$ cat config.mk
export PLATFORM = sky130hd
export DESIGN_NAME = rcs_top
export DESIGN_NICKNAME = d
export VERILOG_FILES = /design/src/rcs_pkg.sv /design/src/rcs_sync_if.sv /design/src/rcs_sync.sv /design/src/rcs_top.sv
export SDC_FILE = /design/constraint.sdc
export NUM_CORES = 1
export LEC_CHECK = 0
export BUFFER_PORTS_ARGS = -buffer_cell sky130_fd_sc_hd__buf_2
export CORE_ASPECT_RATIO = 1.4
export CORE_UTILIZATION = 50
export CTS_BUF_LIST = sky130_fd_sc_hd__clkbuf_8
export CTS_CLUSTER_SIZE = 14
export DETAILED_ROUTE_END_ITERATION = 8
export PLACE_DENSITY = 0.86
export REMOVE_ABC_BUFFERS = 1
export SETUP_SLACK_MARGIN = 0.05
export SYNTH_ARGS = -nofsm -noshare
export SYNTH_HDL_FRONTEND = slang
export SYNTH_SLANG_ARGS = --single-unit
export TNS_END_PERCENT = 30
$ cat constraint.sdc
create_clock -name ref_clk -period 2.74 [get_ports ref_clk]
set_input_delay 0.411 -clock ref_clk [delete_from_list [all_inputs] [get_ports ref_clk]]
set_output_delay 0.411 -clock ref_clk [all_outputs]
set_load 0.1 [all_outputs]
$ cat src/rcs_pkg.sv
// Package for the reset control sequencer: cause flag layout, counts, sequence states.
// Assumes a single 250 MHz system clock and a power-on detector as master reset.
package rcs_pkg;

    // ****************************************************************
    // Cause flag positions
    // ****************************************************************
    localparam int          RCS_NCAUSE    = 5;
    localparam int          RCS_EXT_BIT   = 0;
    localparam int          RCS_POR_BIT   = 1;
    localparam int          RCS_BOR_BIT   = 2;
    localparam int          RCS_SW_BIT    = 3;
    localparam int          RCS_WDT_BIT   = 4;
    localparam logic [4:0]  RCS_CAUSE_RST = 5'h02;
    localparam int          RCS_NPERIPH   = 32;

    // ****************************************************************
    // Timing
    // ****************************************************************
    localparam int          RCS_CLK_MHZ      = 250;
    localparam int          RCS_HOLD_NS      = 20;
    localparam int          RCS_HOLD_CYC     = (RCS_HOLD_NS * RCS_CLK_MHZ + 999) / 1000;
    localparam logic [3:0]  RCS_HOLD_CYC_W   = 4'(RCS_HOLD_CYC);
    localparam logic [3:0]  RCS_CNT_ZERO     = 4'h0;
    localparam logic [3:0]  RCS_CNT_ONE      = 4'h1;

    // ****************************************************************
    // Identification defaults, values arbitrary
    // ****************************************************************
    localparam logic [31:0] RCS_IDENT0_DEF = 32'h0001_0000;
    localparam logic [31:0] RCS_IDENT1_DEF = 32'h1000_0001;
    localparam logic [31:0] RCS_CAP_DEF    = 32'h0000_0000;

    // ****************************************************************
    // Core release sequence
    // ****************************************************************
    typedef enum logic [2:0] {
        RCS_HOLD,
        RCS_FETCH_SP,
        RCS_FETCH_PC,
        RCS_FETCH_INSN,
        RCS_RUN
    } rcs_seq_e;

endpackage

$ cat src/rcs_sync_if.sv
// Interface carrying raw reset requests into the synchroniser and clean levels back.
// Assumes the requests are asynchronous to ref_clk.
`timescale 1ns/100ps
interface rcs_sync_if;
    logic [3:0] raw;
    logic [3:0] clean;
    modport sync (input raw, output clean);
    modport user (output raw, input clean);
endinterface

$ cat src/rcs_sync.sv
// Two-flop synchroniser for the asynchronous reset requests.
// Assumes ref_clk and the power-on master reset.
`timescale 1ns/100ps
module rcs_sync
(
    input  wire logic   ref_clk,
    input  wire logic   arst_n,
    rcs_sync_if.sync    sif
);
    logic [3:0] meta_r;
    logic [3:0] clean_r;

    // First stage feeds only the second stage to keep metastability contained.
    always_ff @(posedge ref_clk or negedge arst_n)
    begin
        if (!arst_n)
        begin
            meta_r  <= 4'h0;
            clean_r <= 4'h0;
        end
        else
        begin
            meta_r  <= sif.raw;
            clean_r <= meta_r;
        end
    end

    assign sif.clean = clean_r;
endmodule

$ cat src/rcs_top.sv
// Reset control sequencer: merges reset sources, records causes, sequences core release.
// Assumes arst_n is the power-on detector output and all other requests may be asynchronous.
`timescale 1ns/100ps

module rcs_top
    import rcs_pkg::*;
(
    input  wire logic                          ref_clk,
    input  wire logic                          arst_n,
    input  wire logic                          ext_rst_n,
    input  wire logic                          brownout_detect,
    input  wire logic                          brownout_reset_enable,
    input  wire logic                          system_reset_request,
    input  wire logic                          wdt_second_timeout,
    input  wire logic                          wdt_reset_enable,
    input  wire logic [rcs_pkg::RCS_NPERIPH-1:0] peripheral_soft_reset_regs,
    output logic                               sys_rst_n,
    output logic                               tap_rst_n,
    output logic [rcs_pkg::RCS_NPERIPH-1:0]    periph_rst_n,
    output logic [rcs_pkg::RCS_NCAUSE-1:0]     reset_cause_flags,
    output logic                               core_fetch_sp,
    output logic                               core_fetch_pc,
    output logic                               core_fetch_insn,
    output logic                               core_running,
    output logic [31:0]                        device_ident_word0,
    output logic [31:0]                        device_ident_word1,
    output logic [31:0]                        device_capability_words
);
    import rcs_pkg::*;

    // ****************************************************************
    // Synchronised requests
    // ****************************************************************
    rcs_sync_if sif ();
    logic ext_req;
    logic bor_req;
    logic sw_req;
    logic wdt_req;

    // Requests are gated with their enables before synchronising.
    assign sif.raw = {wdt_second_timeout & wdt_reset_enable,
                      system_reset_request,
                      brownout_detect & brownout_reset_enable,
                      ~ext_rst_n};
    assign ext_req = sif.clean[0];
    assign bor_req = sif.clean[1];
    assign sw_req  = sif.clean[2];
    assign wdt_req = sif.clean[3];

    rcs_sync u_rcs_sync
    (
        .ref_clk (ref_clk),
        .arst_n  (arst_n),
        .sif     (sif)
    );

    // ****************************************************************
    // Reset hold and sequence
    // ****************************************************************
    logic       any_req;
    logic [3:0] hold_r;
    logic [3:0] hold_nxt;
    rcs_seq_e   seq_r;
    rcs_seq_e   seq_nxt;
    logic       in_reset;

    // A software request is a pulse; hold stretches it to a whole reset.
    assign any_req  = ext_req | bor_req | sw_req | wdt_req;
    assign hold_nxt = any_req ? RCS_HOLD_CYC_W :
                      (hold_r != RCS_CNT_ZERO) ? hold_r - RCS_CNT_ONE : hold_r;
    assign in_reset = (seq_r == RCS_HOLD);

    // Release waits for all requests to clear and the hold count to run out.
    always_comb
    begin
        seq_nxt = seq_r;
        case (seq_r)
            RCS_HOLD:       seq_nxt = (!any_req && hold_r == RCS_CNT_ZERO)
                                      ? RCS_FETCH_SP : RCS_HOLD;
            RCS_FETCH_SP:   seq_nxt = RCS_FETCH_PC;
            RCS_FETCH_PC:   seq_nxt = RCS_FETCH_INSN;
            RCS_FETCH_INSN: seq_nxt = RCS_RUN;
            RCS_RUN:        seq_nxt = RCS_RUN;
            default:        seq_nxt = RCS_HOLD;
        endcase
        if (any_req)
            seq_nxt = RCS_HOLD;
    end

    // Power-on resets everything; arst_n is only low at power-up.
    always_ff @(posedge ref_clk or negedge arst_n)
    begin
        if (!arst_n)
        begin
            seq_r  <= RCS_HOLD;
            hold_r <= RCS_HOLD_CYC_W;
        end
        else
        begin
            seq_r  <= seq_nxt;
            hold_r <= hold_nxt;
        end
    end

    assign sys_rst_n       = !in_reset;
    assign tap_rst_n       = arst_n;
    assign core_fetch_sp   = (seq_r == RCS_FETCH_SP);
    assign core_fetch_pc   = (seq_r == RCS_FETCH_PC);
    assign core_fetch_insn = (seq_r == RCS_FETCH_INSN);
    assign core_running    = (seq_r == RCS_RUN);

    // ****************************************************************
    // Cause flags
    // ****************************************************************
    logic [RCS_NCAUSE-1:0] cause_r;
    logic [RCS_NCAUSE-1:0] cause_nxt;

    logic [RCS_NCAUSE-1:0] req_now;
    logic [RCS_NCAUSE-1:0] req_d_r;
    logic [RCS_NCAUSE-1:0] req_seen;

    // A one-cycle request has gone by the time reset is entered; the delayed copy keeps it.
    assign req_now  = {wdt_req, sw_req, bor_req, 1'b0, ext_req};
    assign req_seen = req_now | req_d_r;

    // Flags only accumulate while reset is held, so software sees a stable value.
    always_comb
    begin
        cause_nxt = cause_r;
        if (in_reset)
            cause_nxt = cause_r | req_seen;
    end

    // Power-on leaves only its own flag.
    always_ff @(posedge ref_clk or negedge arst_n)
    begin
        if (!arst_n)
        begin
            cause_r <= RCS_CAUSE_RST;
            req_d_r <= '0;
        end
        else
        begin
            cause_r <= cause_nxt;
            req_d_r <= req_now;
        end
    end

    assign reset_cause_flags = cause_r;

    // ****************************************************************
    // Peripheral soft resets
    // ****************************************************************
    logic [RCS_NPERIPH-1:0] soft_prev_r;
    logic [RCS_NPERIPH-1:0] periph_rst_r;
    logic [RCS_NPERIPH-1:0] periph_fall;

    // Reset fires on the clear that follows a set.
    assign periph_fall = soft_prev_r & ~peripheral_soft_reset_regs;

    // Peripherals sit in reset for the whole power-on pulse as well.
    always_ff @(posedge ref_clk or negedge arst_n)
    begin
        if (!arst_n)
        begin
            soft_prev_r  <= '0;
            periph_rst_r <= '1;
        end
        else
        begin
            soft_prev_r  <= peripheral_soft_reset_regs;
            periph_rst_r <= periph_fall | {RCS_NPERIPH{in_reset}};
        end
    end

    assign periph_rst_n = ~periph_rst_r;

    // ****************************************************************
    // Identification, constant so writes cannot alter them
    // ****************************************************************
    assign device_ident_word0      = RCS_IDENT0_DEF;
    assign device_ident_word1      = RCS_IDENT1_DEF;
    assign device_capability_words = RCS_CAP_DEF;

    // ****************************************************************
    // Checks
    // ****************************************************************
    logic [2:0] run_gap_r;
    always_ff @(posedge ref_clk or negedge arst_n)
    begin
        if (!arst_n)
            run_gap_r <= 3'h0;
        else
            run_gap_r <= {run_gap_r[1:0], core_fetch_sp};
    end

    hold_on_req_a: assert property (@(posedge ref_clk) disable iff (!arst_n)
        any_req |=> !sys_rst_n) else $error("reset not asserted on request");
    cause_sticky_a: assert property (@(posedge ref_clk) disable iff (!arst_n)
        (cause_r & ~$past(cause_r)) == '0 || $past(in_reset))
        else $error("cause flags changed outside reset");
    flag_kept_a: assert property (@(posedge ref_clk) disable iff (!arst_n)
        ($past(cause_r) & ~cause_r) == '0) else $error("cause flag lost");
    ext_flag_a: assert property (@(posedge ref_clk) disable iff (!arst_n)
        in_reset && ext_req |=> cause_r[RCS_EXT_BIT]) else $error("pin cause missing");
    fetch_order_a: assert property (@(posedge ref_clk) disable iff (!arst_n)
        core_fetch_sp && !any_req ##1 !any_req |-> core_fetch_pc ##1 core_fetch_insn)
        else $error("fetch order wrong");
    bor_gate_a: assert property (@(posedge ref_clk) disable iff (!arst_n)
        !brownout_reset_enable && !ext_rst_n == 1'b0 && !system_reset_request
        && !wdt_second_timeout [*3] |=> !bor_req) else $error("brown-out not gated");
    wdt_gate_a: assert property (@(posedge ref_clk) disable iff (!arst_n)
        !wdt_reset_enable [*3] |-> !wdt_req) else $error("watchdog not gated");
    soft_pulse_a: assert property (@(posedge ref_clk) disable iff (!arst_n)
        (($past(peripheral_soft_reset_regs) & ~peripheral_soft_reset_regs) != '0)
        |=> ((periph_rst_n & $past(peripheral_soft_reset_regs, 2)
              & ~$past(peripheral_soft_reset_regs)) == '0))
        else $error("peripheral soft reset missing");
    hold_time_a: assert property (@(posedge ref_clk) disable iff (!arst_n)
        $fell(any_req) |-> !sys_rst_n [*5]) else $error("hold too short");
    tap_kept_a: assert property (@(posedge ref_clk) disable iff (!arst_n)
        ext_req |-> tap_rst_n) else $error("tap reset by pin");
endmodule

After elaboration in Yosys (flattened, before gate mapping)
Index checks and enable logic that the tools add are counted.
{ "op_classes": {"add_sub_neg": 1, "eq_ne": 4, "n_mux": 5, "bitwise_logic": 12, "reduce_logical": 8} }
{ "ops": {"columns": ["op", "count"], "rows": [
  ["32-bit inverter", 2],
  ["32-bit bitwise AND", 1],
  ["32-bit OR", 1],
  ["3-bit one-hot mux with 4 select lines", 1],
  ["5-bit OR", 2],
  ["4-bit two-way mux", 2],
  ["3-bit by 2-bit equality test with 1-bit output, second input constant", 2],
  ["4-bit zero test", 1],
  ["4-bit nonzero test", 1],
  ["4-bit by 1-bit subtractor with 4-bit output, second input constant", 1],
  ["3-bit by 1-bit equality test with 1-bit output, second input constant", 1],
  ["3-bit equality test, second input constant", 1],
  ["3-bit zero test", 1],
  ["3-bit two-way mux", 1],
  ["1-bit OR", 3],
  ["1-bit bitwise AND", 2],
  ["1-bit zero test", 2],
  ["2-bit nonzero test", 1],
  ["2-bit OR reduction", 1],
  ["1-bit logical AND", 1],
  ["1-bit two-way mux", 1],
  ["1-bit inverter", 1]
]} }
{ "word_totals": {"reg_bits": 88, "in_bits": 40, "output_inout_bits": 139, "word_cells": 38} }

Logic depth before layout (Yosys ltp)
Gate-level depths: netlist (run 1).
{ "depth": {"word_depth": 8, "ltp_mapped": 5} }

By module
A second synthesis (run 1) with hierarchy kept.
{ "hier_totals": {"hier_cells": 325, "area_unflattened_um2": 3682.3} }
{ "by_module_without_submodules": {"columns": ["module", "n_inst", "cells_each", "area_per_inst_um2", "seq_area_each_um2"], "rows": [
  ["rcs_top", 1, 317, 3482.1, 2019.4],
  ["rcs_sync", 1, 8, 200.2, 200.2]
]} }

Worst setup path after synthesis (run 1)
Ideal clock, no wire load.
{ "synth_path": {"path_type": "reg2out", "startpoint": "register seq_r[0]", "endpoint": "output port core_running", "t_arrival_ps": 2717, "required_time_ps": 2329, "slack_ps": -388, "stages_incl_launch_ff": 2, "path_buffers": 0, "cell_sequence": "dfrtp_1 > nor3b_1"} }
{ "synth_via": {"elab_chain_cells": 1} }
{ "synth_rtl": {"columns": ["element", "line_no", "text"], "rows": [
  ["from (decl)", "rcs_top.sv:63", "rcs_seq_e seq_r;"],
  ["from (signal assigned)", "rcs_top.sv:100", "seq_r <= seq_nxt;"],
  ["3-bit equality test", "rcs_top.sv:110", "assign core_running = (seq_r == RCS_RUN);"],
  ["to (decl)", "rcs_top.sv:24", "output logic core_running,"]
]} }
No other way between the ends.

Worst setup path in the final report (run 1)
Ends and elaborated chain as after synthesis.

==> impl_summary.txt, run 1 <==
----------------------------------------------------
[Run status]
  Run status ... complete, no violations

[Setup path]
  Maximum fanout encountered on the critical timing path ... 7
  Crit Path Class ... reg -> out
  Startpoint of the worst register-to-register path ... hold_r[1]
  Capture point of the worst reg-to-reg path ... hold_r[1]
  Type of origin of the critical path ... register
  Setup slack, reg-to-reg ... 1240 ps
  Depth of the most critical reg-to-reg path ... 5
  Type of element capturing the critical path ... primary output
  Worst EP required ... 2330 ps
  Crit path arrival time ... 1570 ps

[Clock tree]
  CTS tree ... built
  Root cell of the clock tree ... sky130_fd_sc_hd__clkbuf_8
  Clock latency of the later-clocked register in the worst-skew pair ... 340 ps
  Inserted Clock Buffers ... 9
  Number of post-CTS setup repair buffers ... 0
  Number of buffers inserted for hold repair after clock tree synthesis ... 0
  H-tree level count ... 3
  Maximum clock insertion buffer count ... 2
  Post-CTS Resized ... 0
  Clk pin slew, worst setup/hold paths ... 80 ps
  CTS sink cnt ... 87

[Placed design]
  # placed instances ... 496
  Detailed placement HPWL ... 3650 um
  Count of buffers inserted at the top-level ports ... 81
  Gp weighted congestion ... 0.653

[Global routing]
  Via count of the first global-routing pass ... 1901
  Global-route wire length before repair ... 8400 um
  Largest net degree at the start of global routing ... 88
  GRT Total Usage ... 14.6%
  Antenna violations before repair ... 0
  Remaining Overflow, GRT ... 0

[Timing]
  Final Hold Violating Endpoints ... 0
  Setup repair after global routing missed its margin ... false
  Period minus WS final ... 1980 ps
  Total count of max-transition violations in the final report ... 0
  Endpoints failing setup ... 0
  Clk_skew ... 6.37 ps
  Achievable clock frequency ... 504 MHz
  Minimum hold slack ... 177 ps
  Period utilization ... 72.4%
  Max-slew headroom at the worst pin ... 32.2%
  Slew of the pin with the lowest slew margin ... 1020 ps

[Final layout]
  Post-route non-filler standard cell count ... 512
  Top library cells by usage in the layout, fill and taps aside ... 97 x sky130_fd_sc_hd__conb_1, 80 x sky130_fd_sc_hd__buf_2, 71 x sky130_fd_sc_hd__inv_1, 53 x sky130_fd_sc_hd__dfrtp_1, 34 x sky130_fd_sc_hd__dfstp_2
  Total area of multi-input combinational cells ... 787 sq um
  Fin util ... 56.6%
  Syn-to-layout area delta ... 8.09%
  Share of final-layout standard cells stronger than drive strength 1 ... 32.6%
  Count of inserted antenna diode cells ... 0
  Filler cell count in the final layout ... 632
  Final nets ... 454
  Register area ... 0.00222 sq mm
  Leading cell type in the layout, fill and taps excluded ... sky130_fd_sc_hd__conb_1

[Yosys]
  Synth top area share ... 36.0%
  Number of warnings reported in the yosys synthesis log ... 0
  Cell accounting for the most synthesized area ... sky130_fd_sc_hd__dfrtp_1
  Main synth FF type ... sky130_fd_sc_hd__dfrtp_1
  Part of the Yosys area used for sequential elements ... 60.3%
  Mean area per synthesized cell ... 11.3 sq um
  Synthesized flop and latch total ... 87
  Synth cell types ... 24
  Number of synthesized flops with an enable pin ... 0
  Number of cells produced by synthesis ... 325
  Post-synthesis cell area ... 0.00368 sq mm
  FFs w/ async S/R, synth ... 100%
  Largest cells by area after synthesis ... sky130_fd_sc_hd__dfrtp_1 36%, sky130_fd_sc_hd__dfstp_2 24%, sky130_fd_sc_hd__buf_4 20%

[Die]
  Die Area ... 0.00772 sq mm
  Count of standard-cell rows ... 36
  Starting density of the core ... 52.4%
  Die Y-Extent ... 104 um
  Placeable core area ... 0.00703 sq mm
  Number of top-level pins ... 179
  Width of the chip ... 74.5 um

[Route]
  Number of DRC markers after the initial detailed-route iteration ... 98
  Average routed wire per standard cell ... 10.0 um
  Number of vias per cell ... 3.88
  DRT Wirelength ... 5140 um
  Remaining antenna violation count after routing ... 0
  Detailed-route via count ... 1985
  Post-route DRC violation count ... 0
  Total iterations of the first detailed-routing run ... 4

[Min path]
  Path category of the worst min-delay check ... in -> reg
  Hold Path Stages ... 1
  Terminating pin of the worst hold path ... u_rcs_sync.meta_r[2]
  Min-Delay Startpoint ... system_reset_request

[Power]
  Maximum resistive drop on vdd ... 0.000411 V
  Total leakage power ... 2.41 nW
  P per Cell Area ... 698 mW/mm^2

[Run]
  Max Cap Viol ... 0

----------------------------------------------------
worst max-delay path, cell delays in order, from the launching register on:
cell and delay [ps]:
sky130_fd_sc_hd__dfrtp_1 450, sky130_fd_sc_hd__nor3b_1 300, sky130_fd_sc_hd__buf_2 480
cell families after synthesis:
logic type,count (synthesis),share of synthesized area [%]
other,2,0.204
adder cells (fa/ha/maj),2,0.679
XOR/XNOR,4,0.951
AND/OR/NAND/NOR,23,3.94
AO/OA/AOI/OAI,38,5.91
buffers and inverters,169,28.0
flip-flops,87,60.3
cell usage after synthesis, drive strengths merged, types with 2 or more instances:
cell type  number
ha              2
dfrtp          53
xnor2           4
inv            67
conb            2
dfstp          34
nor3            3
and2            2
buf           102
nor3b           4
o21ai          33
o21bai          4
nor2            7
nor4            2
flip-flops by register name, indices dropped and copies added, names as in the netlist:
register	count
u_rcs_sync.meta_r	4
reset_cause_flags	4
seq_r	3
u_rcs_sync.sif.clean	4
hold_r	4
soft_prev_r	32
periph_rst_r	32
req_d_r	4
stage by stage:
stage / power, mW / setup WS, ps / area (sq um) / setup TNS [ps]
after global routing: 2.89 / 631 / 3980 / 0
after floorplan: 1.95 / -388 / 3260 / -1290
final: 2.78 / 757 / 3980 / 0
after CTS: 2.82 / 713 / 3980 / 0
after detailed placement: 2.02 / 1110 / 3800 / 0
after global placement: 2.01 / 1130 / 3800 / 0
final cells by class:
class | instances | share of cell area (%)
clock buffer | 12 | 4.15
multi-input combinational | 164 | 19.8
clock inverter | 4 | 0.377
inverter | 67 | 6.32
timing repair buffer | 83 | 10.6
tap | 95 | 2.99
sequential | 87 | 55.8
routing by layer:
metal	global-route usage (%)	wire (um)	vias up
met3	4.38	303	11
li1	-	-	941
met1	16.5	2010	936
met2	24.3	2710	97
met5	0	0	-
met4	7.28	108	0
power by group:
group | switching (mW) | internal [mW] | total (mW)
combinational | 0.631 | 0.0307 | 0.662
clock | 0.390 | 0.392 | 0.782
sequential | 0.0121 | 1.32 | 1.33
worst max-delay path by stage:
stage / to / cells after the start / slack, ps / from
finish: core_running / 2 / 760 / seq_r[0]
global route: core_running / 2 / 630 / seq_r[0]
CTS: core_running / 2 / 710 / seq_r[0]
detailed placement: core_running / 2 / 1110 / seq_r[0]
global placement: core_running / 2 / 1130 / seq_r[0]
floorplan: core_running / 1 / -390 / seq_r[0]
(Power assumes the default switching activity.)
==> run 2: changes to the inputs <==
--- a/config.mk
+++ b/config.mk
@@ -7,11 +7,11 @@
 export LEC_CHECK = 0
 export BUFFER_PORTS_ARGS = -buffer_cell sky130_fd_sc_hd__buf_2
 export CORE_ASPECT_RATIO = 1.4
-export CORE_UTILIZATION = 50
+export CORE_UTILIZATION = 43
 export CTS_BUF_LIST = sky130_fd_sc_hd__clkbuf_8
 export CTS_CLUSTER_SIZE = 14
 export DETAILED_ROUTE_END_ITERATION = 8
-export PLACE_DENSITY = 0.86
+export PLACE_DENSITY = 0.78
 export REMOVE_ABC_BUFFERS = 1
 export SETUP_SLACK_MARGIN = 0.05
 export SYNTH_ARGS = -nofsm -noshare
==> constraint.sdc (replaced) <==
create_clock -name ref_clk -period 1.6 [get_ports ref_clk]
set_input_delay 0.24 -clock ref_clk [delete_from_list [all_inputs] [get_ports ref_clk]]
set_output_delay 0.24 -clock ref_clk [all_outputs]
set_load 0.1 [all_outputs]
==> run 2 against run 1 <==
  * The run now ends with setup timing left
  * Total power up 85%
  * Non-clock buffer count grew 34
  * Wire length increased by 18%
  * Cell area grew 13%
  * Register-to-register slack got worse by 1100 ps
  * Combinational power is 81% higher
  * Clock skew increased by 3.5 ps
  * Count of clock-buffer cells in the layout shrank 2
  * Sequential share of layout area is 6.4 points lower
==> impl_summary.txt, run 2 (synthesis results as in run 1) <==
----------------------------------------------------
[Run status]
  Run status ... finished, violations left (was complete, no violations)
  Violated checks ... setup timing

[Setup path]
  Maximum fanout encountered on the critical timing path ... 6 (was 7)
  Type of origin of the critical path ... register (unchanged)
  Crit path arrival time ... 1400 ps (was 1570 ps)
  Type of element capturing the critical path ... primary output (unchanged)
  Depth of the most critical reg-to-reg path ... 4 (was 5)
  Worst EP required ... 1360 ps (was 2330 ps)
  Crit Path Class ... reg -> out (unchanged)

[Clock tree]
  H-tree level count ... 3 (unchanged)
  Clk pin slew, worst setup/hold paths ... 80 ps (about the same)
  CTS sink cnt ... 87 (unchanged)
  Maximum clock insertion buffer count ... 2 (unchanged)
  Root cell of the clock tree ... sky130_fd_sc_hd__clkbuf_8 (unchanged)
  Clock latency of the later-clocked register in the worst-skew pair ... 350 ps (was 340 ps)
  CTS tree ... built (unchanged)
  Inserted Clock Buffers ... 9 (unchanged)

[Timing]
  Final Hold Violating Endpoints ... 0 (unchanged)
  Endpoints failing setup ... 3 (was 0)
  Achievable clock frequency ... 609 MHz
  Final worst-path setup slack ... -42.8 ps (was 757 ps)
  Period minus WS final ... 1640 ps
  Total count of max-transition violations in the final report ... 0 (unchanged)
  Setup TNS ... -51.4 ps (was 0 ps)
  Period utilization ... 103%
  Setup repair after global routing missed its margin ... true (was false)
  Clk_skew ... 9.83 ps (was 6.37 ps)

[Die]
  Number of top-level pins ... 179 (unchanged)
  Width of the chip ... 80.2 um (was 74.5 um)
  Placeable core area ... 0.00825 sq mm (was 0.00703 sq mm)
  Die Y-Extent ... 111 um (was 104 um)
  Die Area ... 0.00894 sq mm (was 0.00772 sq mm)
  Starting density of the core ... 44.7% (was 52.4%)
  Count of standard-cell rows ... 39 (was 36)

[Final layout]
  Leading cell type in the layout, fill and taps excluded ... sky130_fd_sc_hd__conb_1 (unchanged)
  Syn-to-layout area delta ... 22.2% (was 8.09%)
  Final nets ... 488 (was 454)
  Post-route non-filler standard cell count ... 553 (was 512)
  Largest registers ... periph_rst_r: 32 flops, soft_prev_r: 32 flops (unchanged)
  Post-route design area ... 0.00450 sq mm (was 0.00398 sq mm)
  Filler cell count in the final layout ... 709 (was 632)
  Top library cells by usage in the layout, fill and taps aside ... 97 x sky130_fd_sc_hd__conb_1, 74 x sky130_fd_sc_hd__buf_2, 68 x sky130_fd_sc_hd__inv_1, 51 x sky130_fd_sc_hd__dfrtp_1, 34 x sky130_fd_sc_hd__dfstp_2 (was 97 x sky130_fd_sc_hd__conb_1, 80 x sky130_fd_sc_hd__buf_2, 71 x sky130_fd_sc_hd__inv_1, 53 x sky130_fd_sc_hd__dfrtp_1, 34 x sky130_fd_sc_hd__dfstp_2)
  Count of inserted antenna diode cells ... 0 (unchanged)
  Share of final-layout standard cells stronger than drive strength 1 ... 33.7% (was 32.6%)

[Power]
  Total leakage power ... 2.60 nW (was 2.41 nW)
  P per Cell Area ... 1140 mW/mm^2 (was 698 mW/mm^2)
  Maximum resistive drop on vdd ... 0.000809 V (was 0.000411 V)
  Overall power after layout ... 5.13 mW (was 2.78 mW)

[Placed design]
  Count of buffers inserted at the top-level ports ... 81 (unchanged)
  # placed instances ... 505 (was 496)
  Detailed placement HPWL ... 3950 um (was 3650 um)
  Dpl ws ... 87.3 ps (was 1110 ps)
  Gp weighted congestion ... 0.650 (was 0.653)
  Cell Area, Placed ... 0.00393 sq mm (was 0.00380 sq mm)

[Min path]
  Path category of the worst min-delay check ... in -> reg (unchanged)
  Hold Path Stages ... 1 (unchanged)

[Route]
  Met3 Wirelength ... 330 um (was 303 um)
  Highest routed metal layer ... met4 (unchanged)
  Number of DRC markers after the initial detailed-route iteration ... 60 (was 98)
  Detailed-route via count ... 2152 (was 1985)
  Total iterations of the first detailed-routing run ... 4 (unchanged)
  Met1 layer wirelength in the final routing ... 2320 um (was 2010 um)
  Wire length on met2 ... 3280 um (was 2710 um)
  Post-route DRC violation count ... 0 (unchanged)
  DRT Wirelength ... 6070 um (was 5140 um)
  Average routed wire per standard cell ... 11.0 um (was 10.0 um)
  Number of vias per cell ... 3.89 (was 3.88)
  Remaining antenna violation count after routing ... 0 (unchanged)

[Global routing]
  Largest net degree at the start of global routing ... 88 (unchanged)
  Remaining Overflow, GRT ... 0 (unchanged)
  Via count of the first global-routing pass ... 2031 (was 1901)
  Global-route wire length before repair ... 9540 um (was 8400 um)
  Antenna violations before repair ... 0 (unchanged)
  GRT Total Usage ... 14.5% (was 14.6%)

[Run]
  Max Cap Viol ... 0 (unchanged)

----------------------------------------------------
run 2: cell types whose count changed in the layout (fill, tap and decap cells not counted), moves of 3 or more:
| cell | before | now |
|---|---|---|
| sky130_fd_sc_hd__buf_4 | 3 | 6 |
| sky130_fd_sc_hd__inv_1 | 71 | 68 |
| sky130_fd_sc_hd__buf_12 | 0 | 7 |
| sky130_fd_sc_hd__buf_2 | 80 | 74 |
| sky130_fd_sc_hd__dlygate4sd3_1 | 0 | 29 |
| sky130_fd_sc_hd__nor3b_1 | 3 | 0 |
run 2: layout make-up:
type,instances,area (sq um),share of cell area (%)
Multi-Input combinational cell,164,820,18.2
Sequential cell,87,2220,49.4
Tap cell,102,128,2.84
Timing Repair Buffer,117,857,19.0
Clock buffer,10,138,3.06
Clock inverter,6,85.1,1.89
Inverter,67,251,5.59
run 2: power by group:
part / total, mW / switching (mW) / leakage [nW] / internal (mW)
clock: 1.65 / 0.731 / 0.114 / 0.916
sequential: 2.28 / 0.0220 / 0.979 / 2.26
combinational: 1.20 / 1.10 / 1.50 / 0.107
run 2: path summary, 6_finish.rpt:
check | slack [ps] | to | startpoint
min in group asynchronous | 480 | soft_prev_r[4] | arst_n
min reg2reg | 350 | u_rcs_sync.sif.clean[3] | u_rcs_sync.meta_r[3]
min | 20 | soft_prev_r[25] | peripheral_soft_reset_regs[25]
max | -40 | sys_rst_n | seq_r[0]
max reg2reg | 100 | periph_rst_r[30] | seq_r[0]
max in group asynchronous | 740 | hold_r[2] | arst_n
run 2: what timing repair did:
action | 4_1_cts | 5_1_grt
hold buffers | 25 | 4
endpoints found under the hold margin | 77 | 4
pin swaps | 1 | 1
resized for setup | 7 | 3
setup buffers | 2 | 1
endpoints found under the setup margin | 5 | 12
run 2: layer usage:
layer  global-route usage, %  vias to the layer above
li1                        -                     1014
met1                    17.0                     1028
met2                    23.8                       97
met3                    4.43                       13
met4                    6.90                        0
met5                       0                        -
run 2: per-stage QoR:
step / utilization (%) / hold WS (ps)
floorplan: - / -55.6
global placement: 47.6 / 324
detailed placement: 47.6 / 335
CTS: 53.8 / 0.198
global route: 54.6 / 4.41
finish: 54.6 / 18.1
run 2: critical path, stage by stage (launching register included):
cell and delay, ps:
sky130_fd_sc_hd__dfrtp_2 460, sky130_fd_sc_hd__or3_4 420, sky130_fd_sc_hd__buf_12 180
